File: src/core/clkstop_pkg.sv
package clkstop_pkg;
   // ---------------------------------------------------------------
   // register map and field layout
   // ---------------------------------------------------------------
   localparam logic [7:0] OFS_CTRL = 8'h00;
   localparam logic [7:0] OFS_SMSW = 8'h04;
   localparam logic [7:0] OFS_CPU_N = 8'h08;
   localparam logic [7:0] OFS_PCIE_N = 8'h0C;
   localparam logic [7:0] OFS_STATUS = 8'h10;
   localparam int CTRL_RESTORE_BIT = 0;
   localparam int CTRL_MANAGE_BIT = 3;
   localparam int CTRL_STOPPABLE_LSB = 4;
   localparam int CTRL_FREE_RUN_LSB = 8;
   localparam int SMSW_MANUAL_BIT = 7;
   localparam int SMOOTH_SWITCH_PLL_SELECT_BIT = 6;
   localparam int SMSW_PCIE_OC_BIT = 4;
   localparam int SMSW_CPU_OC_BIT = 3;
   localparam int STAT_CPU_FREQ_LSB = 0;
   localparam int STAT_PCIE_FREQ_LSB = 12;
   localparam int STAT_OWNER_BIT = 24;
   localparam int STAT_STATE_LSB = 28;
   // ---------------------------------------------------------------
   // reset values
   // ---------------------------------------------------------------
   localparam logic [1:0] STOPPABLE_RST = 2'h3;
   localparam logic [1:0] FREE_RUN_RST = 2'h0;
   localparam logic [8:0] CPU_NOMINAL = 9'h0C8;
   localparam logic [8:0] PCIE_NOMINAL = 9'h064;
   // ---------------------------------------------------------------
   // timing, clock is 100 MHz
   // ---------------------------------------------------------------
   localparam int CLK_PERIOD_NS = 10;
   localparam int RAMP_STEP_NS = 667;
   localparam int LOCK_TIME_NS = 1800000;
   localparam int DIFF_DRIVE_NS = 300000;
   localparam int RAMP_CYC = (RAMP_STEP_NS + CLK_PERIOD_NS - 1) / CLK_PERIOD_NS;
   localparam int LOCK_CYC = LOCK_TIME_NS / CLK_PERIOD_NS;
   localparam int DIFF_DRIVE_CYC = DIFF_DRIVE_NS / CLK_PERIOD_NS;
   localparam int PCI_HALF_CYC = 3;
   // ---------------------------------------------------------------
   // types
   // ---------------------------------------------------------------
   typedef enum logic [2:0] {PS_WAIT_GOOD, PS_LOCK, PS_RUN, PS_DRAIN, PS_OFF} pwr_state_t;
   typedef struct packed {
      logic [1:0] free_run;
      logic [1:0] stoppable;
      logic manage;
      logic restore;
      logic manual;
      logic pll_sel;
      logic pcie_oc_en;
      logic cpu_oc_en;
   } cfg_t;
   localparam cfg_t CFG_RST = '{free_run: FREE_RUN_RST, stoppable: STOPPABLE_RST,
                                default: 1'b0};
endpackage : clkstop_pkg

File: src/core/clock_stop_ctrl.sv
`timescale 1ns/100ps
module clock_stop_ctrl
   import clkstop_pkg::*;
#(
   parameter int LOCK_CYCLES = LOCK_CYC,
   parameter int DIFF_CYCLES = DIFF_DRIVE_CYC
)
(
   input wire logic CLOCK,
   input wire logic NRST,
   input wire logic PSEL,
   input wire logic PENABLE,
   input wire logic PWRITE,
   input wire logic [7:0] PADDR,
   input wire logic [31:0] PWDATA,
   output logic [31:0] PRDATA,
   output logic PREADY,
   output logic PSLVERR,
   input wire logic POWER_GOOD_POWER_DOWN_N,
   input wire logic CPU_CLOCK_STOP_N,
   input wire logic PCI_CLOCK_STOP_N,
   output logic [1:0] CPU_CLOCK_TRUE,
   output logic [1:0] CPU_CLOCK_COMPLEMENT,
   output logic [3:0] PCI_CLOCK,
   output logic [1:0] FREE_RUNNING_PCI_CLOCK,
   output logic PCIE_REFERENCE_CLOCK_TRUE,
   output logic PCIE_REFERENCE_CLOCK_COMPLEMENT,
   output logic DIFF_DRIVE_EN,
   output logic VCO_EN,
   output logic XTAL_EN,
   output logic [8:0] CPU_FREQ,
   output logic [8:0] PCIE_FREQ
);
   // one step of the ramp toward the target
   function automatic logic [8:0] ramp_step(input logic [8:0] cur, input logic [8:0] tgt);
      if (cur < tgt)
         ramp_step = cur + 9'h001;
      else if (cur > tgt)
         ramp_step = cur - 9'h001;
      else
         ramp_step = cur;
   endfunction : ramp_step

   // ---------------------------------------------------------------
   // declarations
   // ---------------------------------------------------------------
   pwr_state_t state_r, state_nxt;
   cfg_t cfg_r;
   logic [8:0] cpu_n_r, pcie_n_r, cpu_freq_r, pcie_freq_r, cpu_freq_nxt, pcie_freq_nxt;
   logic [31:0] prdata_r, rd_mux;
   logic pready_r, pslverr_r;
   logic pin_s1_r, pin_s2_r;
   logic [1:0] pd_cnt_r, cstop_cnt_r;
   logic [17:0] timer_r;
   logic [6:0] ramp_cnt_r;
   logic cpu_phase_r, pci_phase_r;
   logic [1:0] pci_cnt_r;
   logic [5:0] se_gate_r, se_gate_nxt, se_out_r;
   logic [1:0] ct_r, cc_r, ct_nxt;
   logic pt_r, pc_r, diff_drv_r, vco_r, xtal_r;
   logic [1:0] cpu_gate;
   // ---------------------------------------------------------------
   // apb decode
   // ---------------------------------------------------------------
   wire setup_ok = PSEL & PENABLE & ~pready_r;
   wire acc_done = PSEL & PENABLE & pready_r;
   wire wr_en = acc_done & PWRITE;
   wire hit_ctrl = (PADDR == OFS_CTRL);
   wire hit_smsw = (PADDR == OFS_SMSW);
   wire hit_cpun = (PADDR == OFS_CPU_N);
   wire hit_pcien = (PADDR == OFS_PCIE_N);
   wire hit_stat = (PADDR == OFS_STATUS);
   wire hit_any = hit_ctrl | hit_smsw | hit_cpun | hit_pcien | hit_stat;
   wire comp_rise = cpu_phase_r;               // complement rises at this edge
   wire pci_wrap = (pci_cnt_r == 2'(PCI_HALF_CYC - 1));
   wire pci_fall = pci_wrap & pci_phase_r;
   wire pci_phase_nxt = pci_wrap ? ~pci_phase_r : pci_phase_r;
   wire running = (state_r == PS_RUN);
   wire cold_reset = (state_r == PS_DRAIN) && (state_nxt == PS_OFF)
                     && !cfg_r.restore && !cfg_r.manage;
   wire ramp_tick = (ramp_cnt_r == 7'(RAMP_CYC - 1));
   wire [8:0] cpu_tgt = cfg_r.cpu_oc_en ? cpu_n_r : CPU_NOMINAL;
   wire [8:0] pcie_tgt = cfg_r.pcie_oc_en ? pcie_n_r : PCIE_NOMINAL;
   wire cpu_busy = (cpu_freq_r != cpu_tgt);
   wire pcie_busy = (pcie_freq_r != pcie_tgt);
   // auto picks the moving pll, cpu first if both move at once
   wire owner_pcie = cfg_r.manual ? cfg_r.pll_sel : (~cpu_busy & pcie_busy);
   wire pci_stop_req = ~PCI_CLOCK_STOP_N;

   // read mux, reserved bits read zero
   always_comb
   begin
      rd_mux = 32'h0000_0000;
      if (hit_ctrl)
      begin
         rd_mux[CTRL_RESTORE_BIT] = cfg_r.restore;
         rd_mux[CTRL_MANAGE_BIT] = cfg_r.manage;
         rd_mux[CTRL_STOPPABLE_LSB +: 2] = cfg_r.stoppable;
         rd_mux[CTRL_FREE_RUN_LSB +: 2] = cfg_r.free_run;
      end
      else if (hit_smsw)
      begin
         rd_mux[SMSW_MANUAL_BIT] = cfg_r.manual;
         rd_mux[SMOOTH_SWITCH_PLL_SELECT_BIT] = cfg_r.pll_sel;
         rd_mux[SMSW_PCIE_OC_BIT] = cfg_r.pcie_oc_en;
         rd_mux[SMSW_CPU_OC_BIT] = cfg_r.cpu_oc_en;
      end
      else if (hit_cpun)
         rd_mux[8:0] = cpu_n_r;
      else if (hit_pcien)
         rd_mux[8:0] = pcie_n_r;
      else if (hit_stat)
      begin
         rd_mux[STAT_CPU_FREQ_LSB +: 9] = cpu_freq_r;
         rd_mux[STAT_PCIE_FREQ_LSB +: 9] = pcie_freq_r;
         rd_mux[STAT_OWNER_BIT] = owner_pcie;
         rd_mux[STAT_STATE_LSB +: 3] = state_r;
      end
   end

   // ---------------------------------------------------------------
   // apb slave: one wait state, pready and data from flops
   // ---------------------------------------------------------------
   always_ff @(posedge CLOCK or negedge NRST)
   begin
      if (!NRST)
      begin
         pready_r <= 1'b0;
         pslverr_r <= 1'b0;
         prdata_r <= 32'h0000_0000;
      end
      else
      begin
         pready_r <= setup_ok;
         pslverr_r <= setup_ok & ~hit_any;
         prdata_r <= (setup_ok & ~PWRITE) ? rd_mux : prdata_r;
      end
   end

   // configuration; a cold reset on power-down behaves like power-on
   always_ff @(posedge CLOCK or negedge NRST)
   begin
      if (!NRST)
      begin
         cfg_r <= CFG_RST;
         cpu_n_r <= CPU_NOMINAL;
         pcie_n_r <= PCIE_NOMINAL;
      end
      else if (cold_reset)
      begin
         cfg_r <= CFG_RST;
         cpu_n_r <= CPU_NOMINAL;
         pcie_n_r <= PCIE_NOMINAL;
      end
      else if (wr_en && hit_ctrl)
      begin
         cfg_r.restore <= PWDATA[CTRL_RESTORE_BIT];
         cfg_r.manage <= PWDATA[CTRL_MANAGE_BIT];
         cfg_r.stoppable <= PWDATA[CTRL_STOPPABLE_LSB +: 2];
         cfg_r.free_run <= PWDATA[CTRL_FREE_RUN_LSB +: 2];
      end
      else if (wr_en && hit_smsw)
      begin
         cfg_r.manual <= PWDATA[SMSW_MANUAL_BIT];
         cfg_r.pll_sel <= PWDATA[SMOOTH_SWITCH_PLL_SELECT_BIT];
         cfg_r.pcie_oc_en <= PWDATA[SMSW_PCIE_OC_BIT];
         cfg_r.cpu_oc_en <= PWDATA[SMSW_CPU_OC_BIT];
      end
      else if (wr_en && hit_cpun)
         cpu_n_r <= PWDATA[8:0];
      else if (wr_en && hit_pcien)
         pcie_n_r <= PWDATA[8:0];
   end

   // ---------------------------------------------------------------
   // smooth switch: single ramp timer, the non-owner jumps at once
   // ---------------------------------------------------------------
   assign cpu_freq_nxt = owner_pcie ? cpu_tgt
                         : (ramp_tick ? ramp_step(cpu_freq_r, cpu_tgt) : cpu_freq_r);
   assign pcie_freq_nxt = !owner_pcie ? pcie_tgt
                          : (ramp_tick ? ramp_step(pcie_freq_r, pcie_tgt) : pcie_freq_r);

   always_ff @(posedge CLOCK or negedge NRST)
   begin
      if (!NRST)
      begin
         ramp_cnt_r <= 7'h00;
         cpu_freq_r <= CPU_NOMINAL;
         pcie_freq_r <= PCIE_NOMINAL;
      end
      else
      begin
         ramp_cnt_r <= ramp_tick ? 7'h00 : ramp_cnt_r + 7'h01;
         cpu_freq_r <= cpu_freq_nxt;
         pcie_freq_r <= pcie_freq_nxt;
      end
   end

   // ---------------------------------------------------------------
   // power sequencing
   // ---------------------------------------------------------------
   always_comb
   begin
      state_nxt = state_r;
      case (state_r)
         PS_WAIT_GOOD:
            if (pin_s2_r)
               state_nxt = PS_LOCK;
         PS_LOCK:
            if (timer_r == 18'(LOCK_CYCLES - 1))
               state_nxt = PS_RUN;
         PS_RUN:
            if (pd_cnt_r == 2'd2)
               state_nxt = PS_DRAIN;
         PS_DRAIN:
            if ((&se_gate_r) && (se_out_r == 6'h00))
               state_nxt = PS_OFF;
         PS_OFF:
            if (POWER_GOOD_POWER_DOWN_N)
               state_nxt = PS_LOCK;
         default:
            state_nxt = PS_WAIT_GOOD;
      endcase
   end

   // the pin is synchronised before entry; the raw level wakes from off
   always_ff @(posedge CLOCK or negedge NRST)
   begin
      if (!NRST)
      begin
         state_r <= PS_WAIT_GOOD;
         pin_s1_r <= 1'b0;
         pin_s2_r <= 1'b0;
         pd_cnt_r <= 2'd0;
         timer_r <= 18'h0_0000;
         vco_r <= 1'b1;
         xtal_r <= 1'b1;
         diff_drv_r <= 1'b0;
      end
      else
      begin
         state_r <= state_nxt;
         pin_s1_r <= POWER_GOOD_POWER_DOWN_N;
         pin_s2_r <= pin_s1_r;
         if (!running)
            pd_cnt_r <= 2'd0;
         else if (comp_rise)
            pd_cnt_r <= pin_s2_r ? 2'd0 : ((pd_cnt_r == 2'd2) ? 2'd2 : pd_cnt_r + 2'd1);
         timer_r <= (state_r == PS_LOCK) ? timer_r + 18'h0_0001 : 18'h0_0000;
         vco_r <= (state_nxt != PS_OFF);
         xtal_r <= (state_nxt != PS_OFF);
         diff_drv_r <= (state_r == PS_RUN) || (state_r == PS_DRAIN)
                       || ((state_r == PS_LOCK) && (timer_r >= 18'(DIFF_CYCLES - 1)));
      end
   end

   // ---------------------------------------------------------------
   // output clocks: cpu toggles each edge, pci divides by 2*PCI_HALF_CYC
   // ---------------------------------------------------------------
   assign cpu_gate = (cstop_cnt_r == 2'd2) ? cfg_r.stoppable : 2'b00;
   // a gated pair holds high once its true phase arrives, so no runt
   assign ct_nxt = running ? ((cpu_gate & ct_r) | {2{~cpu_phase_r}}) : 2'b00;
   // gates move only as the clock falls, so a high phase is never cut short
   assign se_gate_nxt = !pci_fall ? se_gate_r
                        : (!running ? 6'h3F
                           : {~cfg_r.free_run & {2{pci_stop_req}}, {4{pci_stop_req}}});

   always_ff @(posedge CLOCK or negedge NRST)
   begin
      if (!NRST)
      begin
         cpu_phase_r <= 1'b0;
         cstop_cnt_r <= 2'd0;
         ct_r <= 2'b00;
         cc_r <= 2'b00;
         pt_r <= 1'b0;
         pc_r <= 1'b0;
      end
      else
      begin
         cpu_phase_r <= ~cpu_phase_r;
         if (comp_rise)
            cstop_cnt_r <= CPU_CLOCK_STOP_N ? 2'd0
                           : ((cstop_cnt_r == 2'd2) ? 2'd2 : cstop_cnt_r + 2'd1);
         ct_r <= ct_nxt;
         cc_r <= running ? ~ct_nxt : 2'b00;
         pt_r <= running & ~cpu_phase_r;
         pc_r <= running & cpu_phase_r;
      end
   end

   always_ff @(posedge CLOCK or negedge NRST)
   begin
      if (!NRST)
      begin
         pci_cnt_r <= 2'd0;
         pci_phase_r <= 1'b0;
         se_gate_r <= 6'h3F;
         se_out_r <= 6'h00;
      end
      else
      begin
         pci_cnt_r <= pci_wrap ? 2'd0 : pci_cnt_r + 2'd1;
         pci_phase_r <= pci_phase_nxt;
         se_gate_r <= se_gate_nxt;
         se_out_r <= {6{pci_phase_nxt}} & ~se_gate_nxt;
      end
   end

   // ---------------------------------------------------------------
   // outputs
   // ---------------------------------------------------------------
   assign PRDATA = prdata_r;
   assign PREADY = pready_r;
   assign PSLVERR = pslverr_r;
   assign CPU_CLOCK_TRUE = ct_r;
   assign CPU_CLOCK_COMPLEMENT = cc_r;
   assign PCI_CLOCK = se_out_r[3:0];
   assign FREE_RUNNING_PCI_CLOCK = se_out_r[5:4];
   assign PCIE_REFERENCE_CLOCK_TRUE = pt_r;
   assign PCIE_REFERENCE_CLOCK_COMPLEMENT = pc_r;
   assign DIFF_DRIVE_EN = diff_drv_r;
   assign VCO_EN = vco_r;
   assign XTAL_EN = xtal_r;
   assign CPU_FREQ = cpu_freq_r;
   assign PCIE_FREQ = pcie_freq_r;

   // ---------------------------------------------------------------
   // assertions
   // ---------------------------------------------------------------
   property p_ramp_rate;
      @(posedge CLOCK) disable iff (!NRST)
      (!$stable(cpu_freq_r) && !$past(owner_pcie)) |-> $past(ramp_tick);
   endproperty
   a_ramp_rate: assert property (p_ramp_rate) else $error("cpu ramp stepped early");
   property p_jump;
      @(posedge CLOCK) disable iff (!NRST)
      owner_pcie |=> (cpu_freq_r == $past(cpu_tgt));
   endproperty
   a_jump: assert property (p_jump) else $error("non-owner did not jump");
   property p_auto_owner;
      @(posedge CLOCK) disable iff (!NRST)
      (!cfg_r.manual && cpu_busy) |-> !owner_pcie;
   endproperty
   a_auto_owner: assert property (p_auto_owner) else $error("auto owner wrong");
   property p_diff_low;
      @(posedge CLOCK) disable iff (!NRST)
      (state_r != PS_RUN) |=> (CPU_CLOCK_TRUE == 2'b00) && !PCIE_REFERENCE_CLOCK_TRUE;
   endproperty
   a_diff_low: assert property (p_diff_low) else $error("diff output not low");
   property p_off_quiet;
      @(posedge CLOCK) disable iff (!NRST)
      !VCO_EN |-> (se_out_r == 6'h00) && (CPU_CLOCK_COMPLEMENT == 2'b00);
   endproperty
   a_off_quiet: assert property (p_off_quiet) else $error("clock live with vco off");
   property p_cpu_rest;
      @(posedge CLOCK) disable iff (!NRST)
      ($rose(cpu_gate[0]) && running) ##1 running[*4]
         |-> CPU_CLOCK_TRUE[0] && !CPU_CLOCK_COMPLEMENT[0];
   endproperty
   a_cpu_rest: assert property (p_cpu_rest) else $error("cpu pair not parked high");
   property p_cpu_resume;
      @(posedge CLOCK) disable iff (!NRST)
      ($fell(cpu_gate[0]) && running) ##1 running[*4] |-> $changed(CPU_CLOCK_TRUE[0]);
   endproperty
   a_cpu_resume: assert property (p_cpu_resume) else $error("cpu pair did not resume");
   property p_gate_at_fall;
      @(posedge CLOCK) disable iff (!NRST)
      !$stable(se_gate_r) |-> !pci_phase_r && (se_out_r == 6'h00);
   endproperty
   a_gate_at_fall: assert property (p_gate_at_fall) else $error("gate moved mid-high");
   property p_pci_resume;
      @(posedge CLOCK) disable iff (!NRST)
      (running && $rose(PCI_CLOCK_STOP_N)) |-> ##[1:12] PCI_CLOCK[0];
   endproperty
   a_pci_resume: assert property (p_pci_resume) else $error("pci did not resume");
   property p_wake;
      @(posedge CLOCK) disable iff (!NRST)
      (state_r == PS_OFF) && POWER_GOOD_POWER_DOWN_N |=> (state_r == PS_LOCK) ##1 VCO_EN;
   endproperty
   a_wake: assert property (p_wake) else $error("no wake from raw pin");
   property p_manage_keeps;
      @(posedge CLOCK) disable iff (!NRST)
      cfg_r.manage && (state_r == PS_DRAIN) |=> $stable(cfg_r) || $past(wr_en);
   endproperty
   a_manage_keeps: assert property (p_manage_keeps) else $error("config lost");
endmodule : clock_stop_ctrl

File: config.mk
export PLATFORM = sky130hd
export DESIGN_NAME = clock_stop_ctrl
export DESIGN_NICKNAME = d
export VERILOG_FILES = /design/src/core/clkstop_pkg.sv /design/src/core/clock_stop_ctrl.sv
export SDC_FILE = /design/constraint.sdc
export NUM_CORES = 1
export LEC_CHECK = 0
export BUFFER_PORTS_ARGS = -buffer_cell sky130_fd_sc_hd__clkbuf_2
export CELL_PAD_IN_SITES_DETAIL_PLACEMENT = 1
export CELL_PAD_IN_SITES_GLOBAL_PLACEMENT = 1
export CORE_MARGIN = 2
export CORE_UTILIZATION = 40
export DETAILED_ROUTE_END_ITERATION = 7
export PLACE_DENSITY = 0.77
export SLEW_MARGIN = 20
export SYNTH_ARGS = -nofsm -noshare
export SYNTH_HDL_FRONTEND = slang
export SYNTH_SLANG_ARGS = --single-unit
File: constraint.sdc
create_clock -name CLOCK -period 3.75 [get_ports CLOCK]
set_input_delay 0.75 -clock CLOCK [delete_from_list [all_inputs] [get_ports CLOCK]]
set_output_delay 0.75 -clock CLOCK [all_outputs]
set_load 0.005 [all_outputs]
Yosys cells after proc, flatten, opt, wreduce, memory -nomap -nowiden
Cells that the tools add are included.
{"block": "word_totals", "output_inout_bits": 67, "latch_bits": 0, "word_cells": 200, "memories": 0, "mem_bits_ro": 0, "input_bits": 48, "ff_bits": 129, "ram_bits": 0}
{"block": "classes", "n_lt_le_gt_ge": 5, "addsub": 9, "n_eq_ne": 23, "mul": 0, "reduce_logical": 28, "n_div": 0, "n_mux": 74, "bitwise": 28, "shifts": 0}
{"operator": "$mux W9", "count": 27}
{"operator": "$mux W3", "count": 12}
{"operator": "$mux W2", "count": 14}
{"operator": "$add A18 B1 Y18 const B", "count": 1}
{"operator": "$add A9 B1 Y9 const B", "count": 2}
{"operator": "$eq A18 B18 Y1 const B", "count": 1}
{"operator": "$ge A18 B15 Y1 const B", "count": 1}
{"operator": "$gt A9 B9 Y1", "count": 2}
{"operator": "$lt A9 B9 Y1", "count": 2}
{"operator": "$mux W18", "count": 1}
{"operator": "$mux W6", "count": 3}
{"operator": "$ne A9 B9 Y1", "count": 2}
{"operator": "$sub A9 B1 Y9 const B", "count": 2}
{"operator": "$eq A8 B4 Y1 const B", "count": 2}
{"operator": "$pmux W3 S5", "count": 1}
{"operator": "$mux W1", "count": 12}
{"operator": "$and A1 B1 Y1", "count": 10}
{"operator": "$mux W10", "count": 1}
{"operator": "$ne A2 B2 Y1 const B", "count": 5}
{"operator": "$reduce_bool A2 Y1", "count": 5}
{"operator": "$logic_and A1 B1 Y1", "count": 9}
{"operator": "$eq A8 B3 Y1 const B", "count": 1}
{"operator": "$eq A8 B5 Y1 const B", "count": 1}
{"operator": "$logic_not A8 Y1", "count": 1}
{"operator": "27 further kinds", "count": 49}

Logic depth before layout (Yosys ltp)
{"block": "logic_depth", "depth_word": 10, "mapped_depth": 15, "depth_no_buf": 14}

Worst setup path after synthesis
Ideal clock, no wire load.
{"block": "synth_timing", "path_type": "register to register", "from": "reg cfg_r[1] (netlist name)", "to": "reg pcie_freq_r[8], in the netlist PCIE_FREQ[8]", "setup_time_ps": 124, "path_slack_ps": 211, "period_less_slack_ps": 3539, "path_stages_with_launch": 16, "arrival_ps": 3415, "required_ps": 3626, "path_buffers": 1, "cell_sequence": "dfrtp_1 clkbuf_1 nor2b_1 ha_1 o211ai_1 a21oi_1 o41ai_1 nand2_1 ha_1 nand3_1 o211ai_1 nor4_1 or2_2 xor2_1 mux2i_1 or2_1"}
{"block": "synth_between", "elab_chain_len": 6, "elab_cells_between_ends": 12, "classes_between": "2 x order compare; 3 x eq/ne; 5 x mux; 1 x bitwise; 1 x reduce/logical"}
{"item": "start: declaration", "line": "clock_stop_ctrl.sv:48", "text": "cfg_t cfg_r;"}
{"item": "$mux W9 *", "line": "clock_stop_ctrl.sv:83", "text": "wire [8:0] pcie_tgt = cfg_r.pcie_oc_en ? pcie_n_r : PCIE_NOMINAL;"}
{"item": "parallel branches: the longest is 5 deep, another holds $lt A9 B9 Y1"}
{"item": "end signal: assignment", "line": "clock_stop_ctrl.sv:195", "text": "pcie_freq_r <= pcie_freq_nxt;"}
{"item": "end: declaration", "line": "clock_stop_ctrl.sv:49", "text": "logic [8:0] cpu_n_r, pcie_n_r, cpu_freq_r, pcie_freq_r, cpu_freq_nxt, pcie_freq_nxt;"}
Mark *: on every way between the ends. The select of a mux whose other input is x is not followed.
A chain may end at the register's enable or synchronous reset.

Worst setup path after layout
{"block": "layout_timing", "from": "reg pcie_n_r[2]", "to": "reg pcie_freq_r[8], in the netlist PCIE_FREQ[8]"}
{"block": "layout_between", "elab_chain_len": 6, "elab_cells_between_ends": 12, "classes_between": "2 x order compare; 3 x eq/ne; 5 x mux; 1 x bitwise; 1 x reduce/logical"}
{"item": "start: declaration", "line": "clock_stop_ctrl.sv:49"}
{"item": "start signal: assignment", "line": "clock_stop_ctrl.sv:172", "text": "pcie_n_r <= PWDATA[8:0];"}
{"item": "$mux W9 *", "line": "clock_stop_ctrl.sv:83"}
{"item": "parallel branches: the longest is 5 deep, another holds $lt A9 B9 Y1"}
Marked as above.

==> impl_results.md <==
- Gr ovfl total: 0
- Clock slew seen by the registers of the worst setup and hold paths: ~60 ps
- Leakage: 3.913 nW
- DRT antenna net count: 0
- Largest cells by area after synthesis: dfrtp_1, dfstp_2, ha_1
- CTS buffer count: 17
- CTS tree: built
- Commonest non-fill, non-tap cells in the layout: dfrtp_1, nand2_1, clkbuf_2, nor2_1, mux2i_1
- Most common cell after layout, fill and taps aside: dfrtp_1
- Unique masters post-synth: 65
- Critical Setup Path Class: flip-flop to flip-flop
- RSZ-0062 raised after global routing: true
- Syn avg cell area: 9.791 µm²
- Tcrit/Tclk final: 0.9555
- Worst-path cell chain: nor2b_1 -> ha_1 -> o211ai_1 -> a21oi_1 -> o41ai_2 -> buf_4 -> nand2_1 -> buf_4 -> ha_1 -> nand3_1 -> o211ai_1 -> nor4_2 -> or2_4 -> xor2_1 -> mux2i_1 -> or2_1
- Worst setup SP type: flip-flop
- Placed cell areas: approximately 7800 µm²
- Initial DRT Pass Iterations: 4
- Clock root cell: clkbuf_16
- Slack of the critical path: 166.9 ps
- Share of cells above drive strength 1: 0.2344
- Synthesis-to-layout area growth: 18.55%
- Initial cell density of the core: 0.4090
- Core Area: approximately 17000 µm²
- Final-report max-slew violation count: 0
- Vias: approximately 5800
- Sw power: 0.8109 mW
- Largest net degree at the start of global routing: approximately 90
- Critical path capture point type: flip-flop
- Final hold slack: between 300 and 400 ps
- Warnings from Yosys: 0
- CP max stage delay: between 500 and 600 ps
- IO Pins: between 100 and 150
- Hold WC Path Type: input pin to async pin
- Reg power frac: 0.468
- Placed Cells: 1023
- RR Endpoint: PCIE_FREQ[8]
- Worst R2R Setup Slack: between 150 and 200 ps
- Die area: 18700 µm²
- Setup total negative slack: 0 ps
- Layout Skew: 10.41 ps
- Post-synthesis cell area: slightly above 7000 µm²
- Post-route minimum period: 3583 ps
- Total power: ~3.2 mW
- Final WL: approximately 20000 µm
- Non-Filler Instances: 1058
- Final setup vio count: 0
- DP HPWL: approximately 14000 µm
- CP Launch Point: pcie_n_r[2]
- Slew @ Worst Pin: about 820 ps
- Die H: 136.8 µm
- Final Net Count: 910
- Worst Reg-to-Reg Cells: 16
- Skew-Pair Late Insertion Delay: between 400 and 500 ps
- Final core utilization: 0.4848
- Logic pwr share: 0.062
- Synth Register Bits: between 100 and 150
- Clk pwr share: 0.470
- Highest clock rate: 0.2791 GHz
- Vias per inst: about 5.5
- Main flop type after synthesis: dfrtp_1
- H-Tree Depth: 4
- Fillers: approximately 2000
- R2R Path Start: pcie_n_r[2]
- Clock Sinks: roughly 130
- Max-cap violations: 0
- P_int: between 2 and 2.5 mW
- Outcome: finished, final reports clean
- Drt drc: 0
- Critical Path RT: between 4000 and 5000 ps
- Critical Path Stages: 16
- Number of antenna violations at the first check in global routing: 1
- Switching share of power: 0.2546
- Worst-path fanout max: 9
- Final Hold Fails: 0
- Max Buffers Root-to-Sink: 2
- Delay-heaviest family, CP: compound AO/OA/AOI/OAI gates
- Total global routing track utilization: 0.2194
- Yosys top cell by area: dfrtp_1
- Drt wl/cell: approximately 18 µm
- Global-route wire length before repair: about 31000 µm
- Async S/R FF share, synth: 1.000
- Die extent in x: about 140 µm
- Port Buffer Count: 83
- Slowest CP cell: dfstp_2
- Critical Path Sink: PCIE_FREQ[8]
- Num rows: 48
- Slew Limit Headroom: 0.4545
- Pwr/cell area: about 380 nW/µm²
- Post-synthesis sequential area ratio: 0.4617
- Initial DRC Count: between 200 and 300
- Vias in the first global route: just over 6000
- Worst Path Arrival: roughly 4000 ps
- CTS Hold Bufs: 0
- Crit path buf inv count: 2
- Synth top area share: 0.3834
- Post-synth EDFFs: 0
- VDD IR max: around 0.0003 V
- Routability Congestion: ~0.85
- Mapped Cells: slightly above 700
- Place WS: -28.56 ps
- Post-route design area: approximately 8400 µm²
[synthesized netlist by cell type (12+ instances only)]
master / number
nor2_1: 81
nand2_1: 92
dfrtp_1: 108
xnor2_1: 21
nand3_1: 38
o21ai_0: 35
ha_1: 40
dfstp_2: 21
a21oi_1: 34
mux2i_1: 41
inv_1: 22
clkbuf_1: 12
[power by group through the flow]
stage | Combinational [mW] | Sequential [mW] | Clock [mW]
floorplan | 0.120 | 1.50 | 0
global placement | 0.184 | 1.51 | 0
detailed placement | 0.198 | 1.51 | 0
CTS | 0.200 | 1.49 | 1.53
global route | 0.228 | 1.50 | 1.60
finish | 0.198 | 1.49 | 1.50
[final cells by class]
| cell class | count | area (µm²) | area share |
|---|---|---|---|
| diodes | 1 | 2.502 | 0.0002994 |
| inverters | 22 | 82.58 | 0.009882 |
| clock buffers | 20 | 446.7 | 0.05345 |
| flip-flops and latches | 129 | 3257 | 0.3897 |
| clock inverters | 11 | 86.33 | 0.01033 |
| well taps | 225 | 281.5 | 0.03369 |
| repair buffers | 107 | 608.1 | 0.07277 |
| multi-input cells | 543 | 3592 | 0.4299 |
[worst min-delay path by stage]
stage | to | depth (start not counted) | start
floorplan | pin_s2_r | 0 | pin_s1_r
CTS | PRDATA[20] | 1 | NRST
global route | PRDATA[20] | 1 | NRST
finish | PRDATA[20] | 1 | NRST
detailed placement | pin_s2_r | 0 | pin_s1_r
global placement | pin_s2_r | 0 | pin_s1_r
[flip-flops by register name, indices dropped and copies added (netlist names), 2 cells and up]
signal	cells
pcie_n_r	9
cstop_cnt_r	2
timer_r	18
state_r	3
CPU_CLOCK_TRUE	2
cpu_n_r	9
se_out_r	6
cfg_r	10
pci_cnt_r	2
PRDATA	23
ramp_cnt_r	7
pd_cnt_r	2
CPU_FREQ	9
CPU_CLOCK_COMPLEMENT	2
PCIE_FREQ	9
se_gate_r	6
[metal layers]
metal  share of wire  track usage  wire [µm]
met5               0            0          0
met4           0.028      0.08565        546
met3           0.044      0.05963        865
met2            0.53       0.3950      10330
met1            0.40       0.2453       7793
[what timing repair did]
action / CTS / global route
pin swaps: 0 / 4
setup buffers: 0 / 3
setup endpoints to repair: 2 / 3
resized for setup: 2 / 7
cloned: 0 / 0
[logic make-up after synthesis]
group,Yosys count,synth area share
muxes,47,0.06887
other,1,0.0005320
buffers and inverters,56,0.03923
adders and majority gates,42,0.07668
and+or+nand+nor,286,0.1990
DFF,129,0.4617
AOI/OAI and AO/OA,128,0.1155
xor gates and xnor gates,31,0.03852
No activity file was read; power rests on OpenSTA's default activity.
